$ cat src/shared/pavr_pkg.sv
// Package of constants and types for the picture-adjust and blanking-data request registers.
// Summary of operation
// - Brightness is a signed offset on luminance; resets to zero, meaning no change.
// - Saturation is an unsigned chroma gain of code over 128; zero removes colour.
// - Saturation sits at sub-address 0x08 and resets to 0x80, unity gain.
// - Hue is a signed phase rotation, about 0.35 degree a step, clamped to 45.
// - Request register is write-only; caption bit 0, extended bit 1, copy-ID bit 2.
// - Writing a one to a request bit arms that decode and waits for data.
// - A finished decode stores its two bytes and sets its ready flag.
// - Writing a one to any request bit clears all three ready flags.
// - Caption, extended data and copy-generation ID are served.
// - Skew register at 0x0b holds a 3-bit select in bits 2 to 0, resets 0x00.
// - Ready flags are read-only bits 5, 6, 7 of the status register at 0x10.
// - Codes 101/110/111 delay luma 3/2/1, 000 none, 001-011 advance luma.
// - One skew step is one pixel clock of the selected output mode.
package pavr_pkg;

  localparam int         PAVR_AW            = 8;
  localparam int         PAVR_DW            = 8;
  localparam int         PAVR_NKIND         = 3;
  localparam int         PAVR_SKEW_W        = 3;
  localparam int         PAVR_SKEW_MAX      = 3;

  localparam logic [7:0] PAVR_ADR_BRIGHT    = 8'h07;
  localparam logic [7:0] PAVR_ADR_SAT       = 8'h08;
  localparam logic [7:0] PAVR_ADR_HUE       = 8'h09;
  localparam logic [7:0] PAVR_ADR_REQ       = 8'h0a;
  localparam logic [7:0] PAVR_ADR_SKEW      = 8'h0b;
  localparam logic [7:0] PAVR_ADR_STATUS    = 8'h10;

  localparam logic [7:0] PAVR_RST_BRIGHT    = 8'h00;
  localparam logic [7:0] PAVR_RST_SAT       = 8'h80;
  localparam logic [7:0] PAVR_RST_HUE       = 8'h00;
  localparam logic [7:0] PAVR_RST_SKEW      = 8'h00;
  localparam logic [7:0] PAVR_RD_NONE       = 8'h00;

  localparam int         PAVR_BIT_CAPTION   = 0;
  localparam int         PAVR_BIT_EXTENDED  = 1;
  localparam int         PAVR_BIT_COPYID    = 2;
  localparam int         PAVR_STAT_FLAG_LSB = 5;

  // Hue limit: 45 degrees at about 0.35 degree a step gives 127 steps.
  localparam logic signed [7:0] PAVR_HUE_POS = 8'sh7f;
  localparam logic signed [7:0] PAVR_HUE_NEG = -8'sh7f;

  localparam logic [2:0] PAVR_SKEW_NONE     = 3'h0;
  localparam logic [2:0] PAVR_SKEW_ADV1     = 3'h1;
  localparam logic [2:0] PAVR_SKEW_ADV2     = 3'h2;
  localparam logic [2:0] PAVR_SKEW_ADV3     = 3'h3;
  localparam logic [2:0] PAVR_SKEW_DLY3     = 3'h5;
  localparam logic [2:0] PAVR_SKEW_DLY2     = 3'h6;
  localparam logic [2:0] PAVR_SKEW_DLY1     = 3'h7;
  localparam int         PAVR_ADV_STEPS     = 2;

  typedef enum logic [1:0] {
    PAVR_ARM_IDLE  = 2'b00,
    PAVR_ARM_WAIT  = 2'b01,
    PAVR_ARM_DONE  = 2'b10
  } pavr_arm_t;

  typedef struct packed {
    logic       wr;
    logic       rd;
    logic [7:0] addr;
    logic [7:0] wdata;
  } pavr_bus_t;

  typedef struct packed {
    logic       valid;
    logic [7:0] byte1;
    logic [7:0] byte2;
  } pavr_vbi_t;

  typedef struct packed {
    logic signed [7:0] luma_offset;
    logic        [7:0] chroma_gain;
    logic signed [7:0] hue_step;
    logic signed [2:0] luma_skew;
  } pavr_pic_t;

endpackage : pavr_pkg

$ cat src/rtl/pavr_regs.sv
// Picture-adjust registers and blanking-data request logic of the video decoder.
module pavr_regs
  import pavr_pkg::*;
(
  // Clock and reset
  input  wire logic              sys_clk_i,
  input  wire logic              resetn_i,
  // Register access from the serial control bus engine
  input  wire pavr_pkg::pavr_bus_t bus_i,
  output logic [7:0]             rdata_o,
  // Decoded blanking data from the slicers
  input  wire pavr_pkg::pavr_vbi_t caption_i,
  input  wire pavr_pkg::pavr_vbi_t extended_i,
  input  wire pavr_pkg::pavr_vbi_t copyid_i,
  // Settings to the picture datapath
  output pavr_pkg::pavr_pic_t    pic_o,
  output logic [2:0]             luma_chroma_skew_select_o,
  // Slicer arming and stored data
  output logic [2:0]             decode_armed_o,
  output logic [15:0]            caption_data_o,
  output logic [15:0]            extended_data_o,
  output logic [15:0]            copy_generation_id_o,
  output logic [2:0]             ready_flags_o
);
  import pavr_pkg::*;

  ////////////////////////////////////////////////////////////////////////////////
  // Settings registers.

  logic [7:0] brightness_offset_r;
  logic [7:0] brightness_offset_nxt;
  logic [7:0] saturation_gain_r;
  logic [7:0] saturation_gain_nxt;
  logic [7:0] hue_rotation_r;
  logic [7:0] hue_rotation_nxt;
  logic [2:0] luma_chroma_skew_select_r;
  logic [2:0] luma_chroma_skew_select_nxt;

  function automatic logic hit(input pavr_bus_t b, input logic [7:0] a);
    hit = b.wr && (b.addr == a);
  endfunction

  always_comb
  begin
    brightness_offset_nxt       = brightness_offset_r;
    saturation_gain_nxt         = saturation_gain_r;
    hue_rotation_nxt            = hue_rotation_r;
    luma_chroma_skew_select_nxt = luma_chroma_skew_select_r;
    if (hit(bus_i, PAVR_ADR_BRIGHT))
    begin
      brightness_offset_nxt = bus_i.wdata;
    end
    else if (hit(bus_i, PAVR_ADR_SAT))
    begin
      saturation_gain_nxt = bus_i.wdata;
    end
    else if (hit(bus_i, PAVR_ADR_HUE))
    begin
      hue_rotation_nxt = bus_i.wdata;
    end
    else if (hit(bus_i, PAVR_ADR_SKEW))
    begin
      luma_chroma_skew_select_nxt = bus_i.wdata[PAVR_SKEW_W-1:0];
    end
  end

  always_ff @(posedge sys_clk_i)
  begin
    if (!resetn_i)
    begin
      brightness_offset_r       <= PAVR_RST_BRIGHT;
      saturation_gain_r         <= PAVR_RST_SAT;
      hue_rotation_r            <= PAVR_RST_HUE;
      luma_chroma_skew_select_r <= PAVR_RST_SKEW[PAVR_SKEW_W-1:0];
    end
    else
    begin
      brightness_offset_r       <= brightness_offset_nxt;
      saturation_gain_r         <= saturation_gain_nxt;
      hue_rotation_r            <= hue_rotation_nxt;
      luma_chroma_skew_select_r <= luma_chroma_skew_select_nxt;
    end
  end

  ////////////////////////////////////////////////////////////////////////////////
  // Request register: write-only, one strobe per kind.

  logic       req_wr;
  logic [2:0] arm;
  logic       clear_all;

  assign req_wr    = hit(bus_i, PAVR_ADR_REQ);
  assign arm[PAVR_BIT_CAPTION]  = req_wr && bus_i.wdata[PAVR_BIT_CAPTION];
  assign arm[PAVR_BIT_EXTENDED] = req_wr && bus_i.wdata[PAVR_BIT_EXTENDED];
  assign arm[PAVR_BIT_COPYID]   = req_wr && bus_i.wdata[PAVR_BIT_COPYID];
  assign clear_all = |arm;

  pavr_vbi_t  slot_in [PAVR_NKIND];
  logic [15:0] slot_data [PAVR_NKIND];
  logic [2:0] flags;

  assign slot_in[PAVR_BIT_CAPTION]  = caption_i;
  assign slot_in[PAVR_BIT_EXTENDED] = extended_i;
  assign slot_in[PAVR_BIT_COPYID]   = copyid_i;

  for (genvar k = 0; k < PAVR_NKIND; k++)
  begin : g_slot
    pavr_decode_slot u_slot (
      .sys_clk_i    (sys_clk_i),
      .resetn_i     (resetn_i),
      .arm_i        (arm[k]),
      .clear_i      (clear_all),
      .decode_i     (slot_in[k]),
      .ready_flag_o (flags[k]),
      .armed_o      (decode_armed_o[k]),
      .data_o       (slot_data[k])
    );
  end

  assign caption_data_o       = slot_data[PAVR_BIT_CAPTION];
  assign extended_data_o      = slot_data[PAVR_BIT_EXTENDED];
  assign copy_generation_id_o = slot_data[PAVR_BIT_COPYID];
  assign ready_flags_o        = flags;

  ////////////////////////////////////////////////////////////////////////////////
  // Settings presented to the picture datapath.

  logic signed [2:0] skew_steps;

  pavr_skew_map u_skew (
    .code_i  (luma_chroma_skew_select_r),
    .steps_o (skew_steps)
  );

  function automatic logic signed [7:0] clamp_hue(input logic signed [7:0] v);
    if (v < PAVR_HUE_NEG)
    begin
      clamp_hue = PAVR_HUE_NEG;
    end
    else
    begin
      clamp_hue = v;
    end
  endfunction

  always_comb
  begin
    pic_o.luma_offset = signed'(brightness_offset_r);
    pic_o.chroma_gain = saturation_gain_r;
    pic_o.hue_step    = clamp_hue(signed'(hue_rotation_r));
    pic_o.luma_skew   = skew_steps;
  end

  assign luma_chroma_skew_select_o = luma_chroma_skew_select_r;

  ////////////////////////////////////////////////////////////////////////////////
  // Read-back, registered one cycle after the read strobe.

  logic [7:0] rdata_r;
  logic [7:0] rdata_nxt;

  always_comb
  begin
    rdata_nxt = rdata_r;
    if (bus_i.rd)
    begin
      if (bus_i.addr == PAVR_ADR_BRIGHT)
      begin
        rdata_nxt = brightness_offset_r;
      end
      else if (bus_i.addr == PAVR_ADR_SAT)
      begin
        rdata_nxt = saturation_gain_r;
      end
      else if (bus_i.addr == PAVR_ADR_HUE)
      begin
        rdata_nxt = hue_rotation_r;
      end
      else if (bus_i.addr == PAVR_ADR_SKEW)
      begin
        rdata_nxt = {5'h00, luma_chroma_skew_select_r};
      end
      else if (bus_i.addr == PAVR_ADR_STATUS)
      begin
        rdata_nxt = {flags, 5'h00};
      end
      else
      begin
        rdata_nxt = PAVR_RD_NONE;
      end
    end
  end

  always_ff @(posedge sys_clk_i)
  begin
    if (!resetn_i)
    begin
      rdata_r <= PAVR_RD_NONE;
    end
    else
    begin
      rdata_r <= rdata_nxt;
    end
  end

  assign rdata_o = rdata_r;

endmodule // pavr_regs

$ cat src/rtl/pavr_decode_slot.sv
// One blanking-data decode slot: arms on request, captures a decode and holds its ready flag.
module pavr_decode_slot
  import pavr_pkg::*;
(
  // Clock and reset
  input  wire logic             sys_clk_i,
  input  wire logic             resetn_i,
  // Control
  input  wire logic             arm_i,
  input  wire logic             clear_i,
  input  wire pavr_pkg::pavr_vbi_t decode_i,
  // Results
  output logic                  ready_flag_o,
  output logic                  armed_o,
  output logic [15:0]           data_o
);
  import pavr_pkg::*;

  pavr_arm_t   state_r;
  pavr_arm_t   state_nxt;
  logic [15:0] data_r;
  logic [15:0] data_nxt;

  always_comb
  begin
    state_nxt = state_r;
    data_nxt  = data_r;
    case (state_r)
      PAVR_ARM_IDLE:
      begin
        if (arm_i)
        begin
          state_nxt = PAVR_ARM_WAIT;
        end
      end
      PAVR_ARM_WAIT:
      begin
        if (decode_i.valid)
        begin
          data_nxt  = {decode_i.byte2, decode_i.byte1};
          state_nxt = PAVR_ARM_DONE;
        end
      end
      PAVR_ARM_DONE:
      begin
        if (clear_i)
        begin
          state_nxt = PAVR_ARM_IDLE;
        end
        if (arm_i)
        begin
          state_nxt = PAVR_ARM_WAIT;
        end
      end
      default:
      begin
        state_nxt = PAVR_ARM_IDLE;
      end
    endcase
    // A new request in WAIT simply stays armed.
  end

  always_ff @(posedge sys_clk_i)
  begin
    if (!resetn_i)
    begin
      state_r <= PAVR_ARM_IDLE;
      data_r  <= 16'h0000;
    end
    else
    begin
      state_r <= state_nxt;
      data_r  <= data_nxt;
    end
  end

  assign ready_flag_o = (state_r == PAVR_ARM_DONE);
  assign armed_o      = (state_r == PAVR_ARM_WAIT);
  assign data_o       = data_r;

endmodule // pavr_decode_slot

$ cat src/rtl/pavr_skew_map.sv
// Maps the luma-chroma skew select code to a signed step count.
module pavr_skew_map
  import pavr_pkg::*;
(
  // Code in
  input  wire logic [2:0]        code_i,
  // Signed steps out: positive delays luma, negative advances it
  output logic signed [2:0]      steps_o
);
  import pavr_pkg::*;

  always_comb
  begin
    if (code_i == PAVR_SKEW_DLY3)
    begin
      steps_o = 3'sd3;
    end
    else if (code_i == PAVR_SKEW_DLY2)
    begin
      steps_o = 3'sd2;
    end
    else if (code_i == PAVR_SKEW_DLY1)
    begin
      steps_o = 3'sd1;
    end
    else if ((code_i == PAVR_SKEW_ADV1) || (code_i == PAVR_SKEW_ADV2) ||
             (code_i == PAVR_SKEW_ADV3))
    begin
      steps_o = -3'sd2;
    end
    else
    begin
      steps_o = 3'sd0;
    end
  end

endmodule // pavr_skew_map

$ cat config.mk
export PLATFORM = sky130hd
export DESIGN_NAME = pavr_regs
export DESIGN_NICKNAME = d
export VERILOG_FILES = /design/src/shared/pavr_pkg.sv /design/src/rtl/pavr_regs.sv /design/src/rtl/pavr_decode_slot.sv /design/src/rtl/pavr_skew_map.sv
export SDC_FILE = /design/constraint.sdc
export NUM_CORES = 1
export LEC_CHECK = 0
export BUFFER_PORTS_ARGS = -buffer_cell sky130_fd_sc_hd__buf_2
export CORE_ASPECT_RATIO = 1.2
export CORE_MARGIN = 5
export CORE_UTILIZATION = 44
export CTS_CLUSTER_DIAMETER = 30
export DETAILED_ROUTE_END_ITERATION = 10
export PLACE_DENSITY = 0.77
export SETUP_SLACK_MARGIN = 0.5
export SYNTH_ARGS = -nofsm -noshare
export SYNTH_HDL_FRONTEND = slang
export SYNTH_HIERARCHICAL = 1
export SYNTH_SLANG_ARGS = --single-unit
$ cat constraint.sdc
create_clock -name sys_clk_i -period 1.9 [get_ports sys_clk_i]
set_input_delay 0.19 -clock sys_clk_i [delete_from_list [all_inputs] [get_ports sys_clk_i]]
set_output_delay 0.19 -clock sys_clk_i [all_outputs]
set_load 0.01 [all_outputs]
==> flow_metrics.tcl, run 1 <==
set metrics [dict create \
    status "complete, but fails checks" \
    violations "negative setup slack" \
    pin_count 163 \
    crit_path_start "hue_rotation_r[3]" \
    path_cells "or4_4, o41ai_2, ha_1, buf_4, nor2b_1, buf_2" \
    ir_worst_vdd_uv 317 \
    path_max_fanout 3 \
    wl_mm 10.5 \
    fin_ws_ps -445 \
    finalHoldViolations 0 \
    whs_ps 75.4 \
    yosys.area.top_type_share_pct 44.3 \
    vias 3663 \
    cp-start-kind "register" \
    min_path_cells 3 \
    skew_ps 7.28 \
    leakage_nw 2.40 \
    max_freq_mhz 426 \
    synth-main-ff-cell "dfxtp_1" \
    synthArstFlopShare_pct 0 \
    die-width_um 97.3 \
    synth_top_area_cell "dfxtp_1" \
    drt_iter0_markers 141 \
    grt_pass1_vias 3565 \
    r2r-start "g_slot[0].u_slot/state_r[0]" \
    drv_cap 0 \
    drc_errors 0 \
    root_buffer "clkbuf_8" \
    gp_congestion 0.842 \
    setup_violations 8 \
    port_buffers 162 \
    dp_cells 705 \
    antenna_found_initial 0 \
    critPathKind "register to output pin" \
    worst_hold_path_type "primary input to register" \
    ys_types 51 \
    place_hpwl_mm 8.05 \
    synth_edf_count 0 \
    via_per_inst 5.07 \
    cts_sinks 89 \
    crit_buf_inv 2 \
    ctsHoldBuffers 0 \
    tritoncts "built" \
    layout-drive-gt1-share_pct 36.4 \
    dr.pass1.iters 4 \
    grt_usage_pct 18.2 \
    yosys_register_bits 89 \
    rsz0062_at_grt "true" \
    p_per_area_nw_per_um2 656 \
    cts_buffers 9 \
    max_slew_margin_pct 62.4 \
    min_period_ps 2350 \
    worst_pin_slew_ps 565 \
    h-tree-depth 3 \
    drv_slew 0 \
    cts_max_path_buffers 2 \
    start_util_pct 44.8 \
    diodes 0 \
    synth_area_leaders "dfxtp_1 44%, mux2i_1 14%, nand2_1 10%" \
    grt_pass1_wl_mm 16.5 \
    ant_nets 0 \
    critPathMaxStageDelay_ps 520 \
    slowest_stage "or4_4" \
    fp-row-count 38 \
    critPathTopFamily "simple AND/OR/NAND/NOR gates" \
    final_nets 669 \
    core_area_um2 8990 \
    path_depth 6 \
    grt-ovfl-total 0 \
    stdcell_count 722 \
    hp-start "caption_i[8]" \
    worstSkewPairLatency_ps 360 \
    final_util_pct 56.9 \
    area_growth_pct 27.0 \
    cp.arrival_ps 2160 \
    grt_max_degree 64 \
    die_h_um 115 \
    reg2reg_setup_slack_ps 630 \
    final_min_period_over_clock_period_pct 123 \
    r2r_cells 3 \
    crit_path_end_kind "output pin" \
    syn_area_per_cell_um2 9.15 \
    dieArea_um2 11200 \
    syn_inst 440 \
    required_ps 1710 \
    cts.clk_slew.worst_paths_ps 80 \
    synth.yosys.warnings 6 \
    ys_seq_area_share_pct 44.3 \
    wl_per_cell_um 14.6 \
    synth_area_um2 4020 \
    syn_nets 512 \
]
area by class of cell:
type                    count  area (um^2)
clock buffers              14          183
clock inverters             2         10.0
fillers                   816         3880
inverters                   7         26.3
multi-input cells         314         2030
flip-flops and latches     89         1780
well taps                 120          150
repair buffers            176          925
synthesized netlist by cell type (4+ instances only):
cell,count
nand2_1,112
dfxtp_1,89
mux2i_1,58
nand3_1,22
nor2b_1,18
o21ai_1,16
clkbuf_1,13
nor2_1,9
inv_1,7
o21ai_2,7
a21oi_1,6
buf_2,6
o21a_1,6
buf_6,5
and2_1,4
nor3b_1,4
report_power, final:
group | leakage, nW | total, W | internal, W | switching, W
logic | 1.58 | 0.000230 | 0.0000946 | 0.000135
clock network | 0.102 | 0.00125 | 0.000616 | 0.000639
registers | 0.718 | 0.00187 | 0.00186 | 0.00000105
total | 2.40 | 0.00335 | 0.00257 | 0.000775
registers in the layout, indices dropped and copies added, names as in the netlist:
signal and flops:
g_slot.u_slot/data_o 48, brightness_offset_r 8, hue_rotation_r 8, rdata_o 8
saturation_gain_r 8, g_slot.u_slot/state_r 6, luma_chroma_skew_select_o 3
routing by layer:
layer / GRT usage, % / share of wire (%) / vias up
met2: 32.0 / 50 / 133
li1: - / - / 1818
met4: 10.6 / 3.7 / 0
met5: 0 / 0 / -
met1: 19.9 / 40 / 1681
met3: 4.92 / 6.5 / 31
per-stage QoR:
step,setup WS [ps],total power (W),cell area [um^2],setup TNS (ps)
CTS,-430,0.00339,5100,-2990
finish,-445,0.00335,5110,-2930
floorplan,103,0.00203,4030,0
detailed placement,-69.2,0.00214,4880,-310
global route,-523,0.00349,5110,-3680
global placement,-17.4,0.00213,4880,-86.2
placed cells by master, fill, tap and decap left out, types with 7 or more instances in the layout:
cell type	instances
nor2b_1	16
o21ai_2	7
clkbuf_8	13
nor2_1	9
mux2i_1	58
o21ai_1	16
inv_1	7
dfxtp_1	87
buf_2	160
nand3_1	22
buf_4	15
nand2_1	112
cells by family after synthesis:
kind of cell | synth area share, %
AOI/OAI and AO/OA | 9.52
adders and majority gates | 0.311
buffers and inverters | 5.88
DFF | 44.3
muxes | 15.0
and+or+nand+nor | 25.0
worst min-delay path, stage by stage:
cell,delay (ps)
buf_2,100
nand2_1,40
mux2i_1,50
worst paths after layout:
| check | endpoint |
|---|---|
| max reg2reg | g_slot[0].u_slot/data_o[7] |
| min | g_slot[0].u_slot/data_o[0] |
| max | pic_o[9] |
| min reg2reg | g_slot[0].u_slot/data_o[9] |
timing repair:
action,CTS,global route
setup buffers,1,0
gates resized for setup,5,3
endpoints found under the hold margin,0,0
setup endpoints to repair,14,11
pin swaps,0,1
Power figures use the tool's default switching activity.
==> inputs of run 2 (changes only) <==
--- a/config.mk
+++ b/config.mk
@@ -5,15 +5,15 @@
 export SDC_FILE = /design/constraint.sdc
 export NUM_CORES = 1
 export LEC_CHECK = 0
+export ABC_AREA = 1
 export BUFFER_PORTS_ARGS = -buffer_cell sky130_fd_sc_hd__buf_2
 export CORE_ASPECT_RATIO = 1.2
 export CORE_MARGIN = 5
-export CORE_UTILIZATION = 44
+export CORE_UTILIZATION = 43
 export CTS_CLUSTER_DIAMETER = 30
 export DETAILED_ROUTE_END_ITERATION = 10
-export PLACE_DENSITY = 0.77
+export PLACE_DENSITY = 0.76
 export SETUP_SLACK_MARGIN = 0.5
 export SYNTH_ARGS = -nofsm -noshare
 export SYNTH_HDL_FRONTEND = slang
-export SYNTH_HIERARCHICAL = 1
 export SYNTH_SLANG_ARGS = --single-unit
==> flow_metrics.tcl, run 2 <==
set metrics [dict create \
    ant_nets 0 \
    yosys.area.top_type_share_pct 46.9 \
    cp-start-kind "register" \
    synthArstFlopShare_pct 0 \
    dieArea_um2 10800 \
    place_hpwl_mm 8.59 \
    final_min_period_over_clock_period_pct 101 \
    antenna_found_initial 0 \
    fin_setup_tns_ps -119 \
    min_path_cells 3 \
    root_buffer "clkbuf_8" \
    most-common-layout-cells "161 x buf_2, 105 x nand2_1, 81 x a21oi_1, 81 x dfxtp_1, 74 x nand3_1" \
    grt-ovfl-total 0 \
    drv_cap 0 \
    final_common_cell "buf_2" \
    leakage_nw 2.31 \
    final_area_um2 4990 \
    cts.clk_slew.worst_paths_ps 90 \
    status "complete, but fails checks" \
    grt_pass1_wl_mm 18.1 \
    skew_ps 14.4 \
    ir_worst_vdd_uv 453 \
    crit_path_start "hue_rotation_r[4]" \
    cts_buffers 9 \
    yosysMostFrequentCell "nand2_1" \
    h-tree-depth 3 \
    largest_reg_flops 48 \
    max_slew_margin_pct 60.9 \
    final_nets 748 \
    die_h_um 113 \
    final.fill_count 838 \
    dr.pass1.iters 4 \
    vias 4055 \
    path_max_fanout 3 \
    multi_input_area_um2 1690 \
    gp_congestion 0.920 \
    worst_hold_path_type "primary input to register" \
    synth_top_area_cell "dfxtp_1" \
    violations "negative setup slack" \
    cts_sinks 89 \
    synth.yosys.warnings 0 \
    path_cells "inv_2, nand4_1, o41ai_2, ha_1, buf_4, nor2_2, buf_2" \
    wl_mm 11.4 \
    wl_per_cell_um 14.3 \
    pin_count 163 \
    hp-start "bus_i[7]" \
    place_ws_ps 263 \
    slowest_stage "dfxtp_2" \
    critPathKind "register to output pin" \
    cts_max_path_buffers 2 \
    core_area_um2 8610 \
    setup_violations 7 \
    grt_pass1_vias 3846 \
    drt_iter0_markers 256 \
    grt_usage_pct 20.8 \
    start_util_pct 44.1 \
    critPathMaxStageDelay_ps 330 \
    rsz0062_at_grt "true" \
    syn_inst 519 \
    seqCellArea_um2 1800 \
    final_util_pct 58.0 \
    synth_common_cells "106 x nand2_1, 89 x dfxtp_1, 81 x a21oi_1" \
    synth_area_leaders "dfxtp_1 47%, a21oi_1 11%, nand2_1 10%" \
    synth_area_um2 3800 \
    tritoncts "built" \
    worstSkewPairLatency_ps 350 \
    via_per_inst 5.08 \
    min_period_ps 1930 \
    synth_edf_count 0 \
    finalHoldViolations 0 \
    layout-drive-gt1-share_pct 34.7 \
    die-width_um 95.8 \
    p_per_area_nw_per_um2 680 \
    max_freq_mhz 519 \
    required_ps 1710 \
    drc_errors 0 \
    ys_types 30 \
    fin_ws_ps -27.3 \
    synth-main-ff-cell "dfxtp_1" \
    r2r_cells 5 \
    syn_area_per_cell_um2 7.31 \
    fp-row-count 37 \
    yosys_register_bits 89 \
    area_growth_pct 31.5 \
    diodes 0 \
    crit_path_end_kind "output pin" \
    ctsHoldBuffers 0 \
    drv_slew 0 \
    dpl_cell_area_um2 4640 \
    port_buffers 162 \
    cp.arrival_ps 1740 \
    syn_nets 591 \
    grt_max_degree 42 \
    worst_pin_slew_ps 585 \
    r2r-start "g_slot[2].u_slot.state_r[0]" \
    ys_seq_area_share_pct 46.9 \
]
## run 2: cell types whose count changed after synthesis, sizes merged, moves of 18 or more
cell / delta
nor2: +33
mux2i: -58
inv: +34
nand3: +49
a21oi: +74
nor2b: -18
## run 2: routing by layer
layer | GRT usage, % | part of all wire (%) | vias up
li1 | - | - | 2028
met1 | 24.6 | 39 | 1862
met2 | 37.1 | 53 | 149
met3 | 4.92 | 7.1 | 16
met4 | 5.98 | 1.6 | 0
met5 | 0 | 0 | -
## run 2: logic make-up after synthesis
logic type	share of synthesized area [%]
buf+inv	9.26
compound gates	15.9
simple gates	27.6
flops	46.9
fa+ha+maj	0.330
## run 2: final cells by class
class / instances / share of cell area, %
inverter: 43 / 3.26
tap: 117 / 2.93
clock inverter: 4 / 1.03
timing repair buffer: 180 / 19.8
clock buffer: 12 / 3.11
multi-input combinational: 353 / 33.9
sequential: 89 / 36.0
## run 2: power by group
part | internal, W | switching, W
logic | 0.0000791 | 0.000129
registers | 0.00186 | 0.00000212
clock network | 0.000681 | 0.000640
total | 0.00262 | 0.000771
## run 2: path summary, 6_finish.rpt
path	slack (ps)	endpoint
worst max-delay path	-30	pic_o[9]
worst min-delay path	90	saturation_gain_r[7]
worst max register to register	620	g_slot[2].u_slot.data_o[5]
worst min register to register	460	g_slot[0].u_slot.data_o[1]
## run 2: worst max-delay path, delay by kind of cell (launching register included)
family / cells / cell delay [ps]
buf+inv: 3 / 340
flops: 1 / 330
fa+ha+maj: 1 / 320
compound gates: 1 / 220
simple gates: 2 / 190
## run 2: timing repair
action                                  in CTS  in global routing
endpoints found under the setup margin      12                 26
hold endpoints to repair                     0                  0
resized for setup                           14                 14
pin swaps                                    3                  1
setup buffers                                6                  5
## run 2: stage by stage
step	cells	total power, W	hold slack (ps)
finish	798	0.00340	86.4
global route	798	0.00354	87.2
CTS	793	0.00344	68.7
detailed placement	771	0.00212	440
global placement	771	0.00211	439
floorplan	519	0.00201	303
==> inputs of run 3 (changes only) <==
--- a/config.mk
+++ b/config.mk
@@ -7,12 +7,15 @@
 export LEC_CHECK = 0
 export ABC_AREA = 1
 export BUFFER_PORTS_ARGS = -buffer_cell sky130_fd_sc_hd__buf_2
+export CELL_PAD_IN_SITES_DETAIL_PLACEMENT = 1
+export CELL_PAD_IN_SITES_GLOBAL_PLACEMENT = 1
 export CORE_ASPECT_RATIO = 1.2
 export CORE_MARGIN = 5
-export CORE_UTILIZATION = 43
+export CORE_UTILIZATION = 29
 export CTS_CLUSTER_DIAMETER = 30
 export DETAILED_ROUTE_END_ITERATION = 10
-export PLACE_DENSITY = 0.76
+export PLACE_DENSITY_LB_ADDON = 0.1
+export RECOVER_POWER = 100
 export SETUP_SLACK_MARGIN = 0.5
 export SYNTH_ARGS = -nofsm -noshare
 export SYNTH_HDL_FRONTEND = slang
==> flow_metrics.tcl, run 3 (synthesized netlist as in run 2, its figures left out) <==
set metrics [dict create \
    status "complete, but fails checks" \
    violations "negative setup slack" \
    place_hpwl_mm 9.94 \
    cts_max_path_buffers 2 \
    drv_cap 0 \
    drv_slew 0 \
    cp-start-kind "register" \
    final_util_pct 39.2 \
    routed-wl-met3_um 910 \
    final.fill_count 1705 \
    fin_ws_ps -88.3 \
    fp-row-count 45 \
    dieArea_um2 15500 \
    gp_congestion 0.824 \
    skew_ps 4.91 \
    top_layer_used "met4" \
    antenna_found_initial 0 \
    start_util_pct 29.8 \
    min_period_ps 1990 \
    final_common_cell "nand2_1" \
    largest_reg_flops 48 \
    h-tree-depth 3 \
    rsz0062_at_grt "true" \
    critPathTopFamily "adder cells" \
    tritoncts "built" \
    critPathKind "register to output pin" \
    drt_iter0_markers 124 \
    required_ps 1710 \
    crit_buf_inv 2 \
    setup_violations 1 \
    slowest_stage "ha_2" \
    cts.clk_slew.worst_paths_ps 70 \
    whs_ps 109 \
    drc_errors 0 \
    grt_pass1_vias 4235 \
    grt-ovfl-total 0 \
    pin_count 163 \
    cts_buffers 9 \
    wl_met1_mm 5.60 \
    port_buffers 162 \
    fin_setup_tns_ps -88.3 \
    critPathMaxStageDelay_ps 370 \
    worstSkewPairLatency_ps 340 \
    worst_pin_slew_ps 781 \
    final_min_period_over_clock_period_pct 105 \
    leakage_nw 1.98 \
    dp_cells 818 \
    final_area_um2 4980 \
    path_max_fanout 7 \
    ant_nets 0 \
    finalHoldViolations 0 \
    ir_worst_vdd_uv 304 \
    grt_max_degree 39 \
    cts_sinks 89 \
    path_cells "inv_2, nand4_1, o41ai_2, ha_2, or2_4, buf_6" \
    diodes 0 \
    most-common-layout-cells "108 x nand2_1, 86 x dfxtp_1, 81 x a21oi_1, 81 x clkbuf_1, 80 x buf_2" \
    final_nets 748 \
    routed-wl-met2_mm 6.82 \
    p_per_area_nw_per_um2 801 \
    area_growth_pct 31.3 \
    dpl_cell_area_um2 4690 \
    cp.arrival_ps 1800 \
    dr.pass1.iters 5 \
    wl_mm 13.5 \
    ctsHoldBuffers 0 \
    die-width_um 114 \
    crit_path_end_kind "output pin" \
    root_buffer "clkbuf_16" \
    grt_usage_pct 17.5 \
    via_per_inst 4.79 \
    max_freq_mhz 503 \
    stdcell_count 845 \
    wl_per_cell_um 16.0 \
    max_slew_margin_pct 47.6 \
    die_h_um 135 \
    core_area_um2 12700 \
    vias 4047 \
    grt_pass1_wl_mm 21.6 \
    layout-drive-gt1-share_pct 20.4 \
    worst_hold_path_type "primary input to register" \
]
## run 3: where the power goes
group,internal [W],total [W],leakage [nW],switching (W)
Clock,0.00115,0.00192,0.160,0.000763
Combinational,0.0000746,0.000207,1.10,0.000133
Sequential,0.00187,0.00187,0.719,0.00000223
Total,0.00309,0.00399,1.98,0.000898
## run 3: layout make-up
type / count / area, um^2 / area share [%]
Sequential cell: 89 / 1790 / 35.9
Multi-Input combinational cell: 353 / 1650 / 33.1
Timing Repair Buffer: 180 / 862 / 17.3
Clock buffer: 9 / 225 / 4.52
Tap cell: 164 / 205 / 4.12
Inverter: 43 / 163 / 3.26
Clock inverter: 7 / 92.6 / 1.86
## run 3: per-stage QoR
step | power [W] | setup WS (ps)
floorplan | 0.00201 | 461
global placement | 0.00212 | 263
detailed placement | 0.00212 | 206
CTS | 0.00407 | -113
global route | 0.00418 | -177
finish | 0.00399 | -88.3
## run 3: timing repair
action,in CTS,in global routing
pin swaps,4,3
setup buffers,4,7
gates resized for setup,18,18
endpoints found under the setup margin,15,53
## run 3: path summary, 6_finish.rpt
check	start	depth (start not counted)	end	slack, ps
max reg2reg	g_slot[1].u_slot.state_r[0]	6	g_slot[1].u_slot.data_o[14]	440
min	bus_i[7]	3	saturation_gain_r[7]	110
min reg2reg	g_slot[1].u_slot.data_o[12]	2	g_slot[1].u_slot.data_o[12]	460
max	hue_rotation_r[2]	6	pic_o[3]	-90
## run 3: tightest hold or removal path: cells and delay by family
kind                   cells  cell delay (ps)
buffers and inverters      1              110
AND/OR/NAND/NOR            2              110
## run 3: layer usage
metal  up-vias  GRT usage, %
li1       2016             -
met2        93          30.4
met5         -             0
met4         0          5.15
met1      1927          20.7
met3        11          5.27
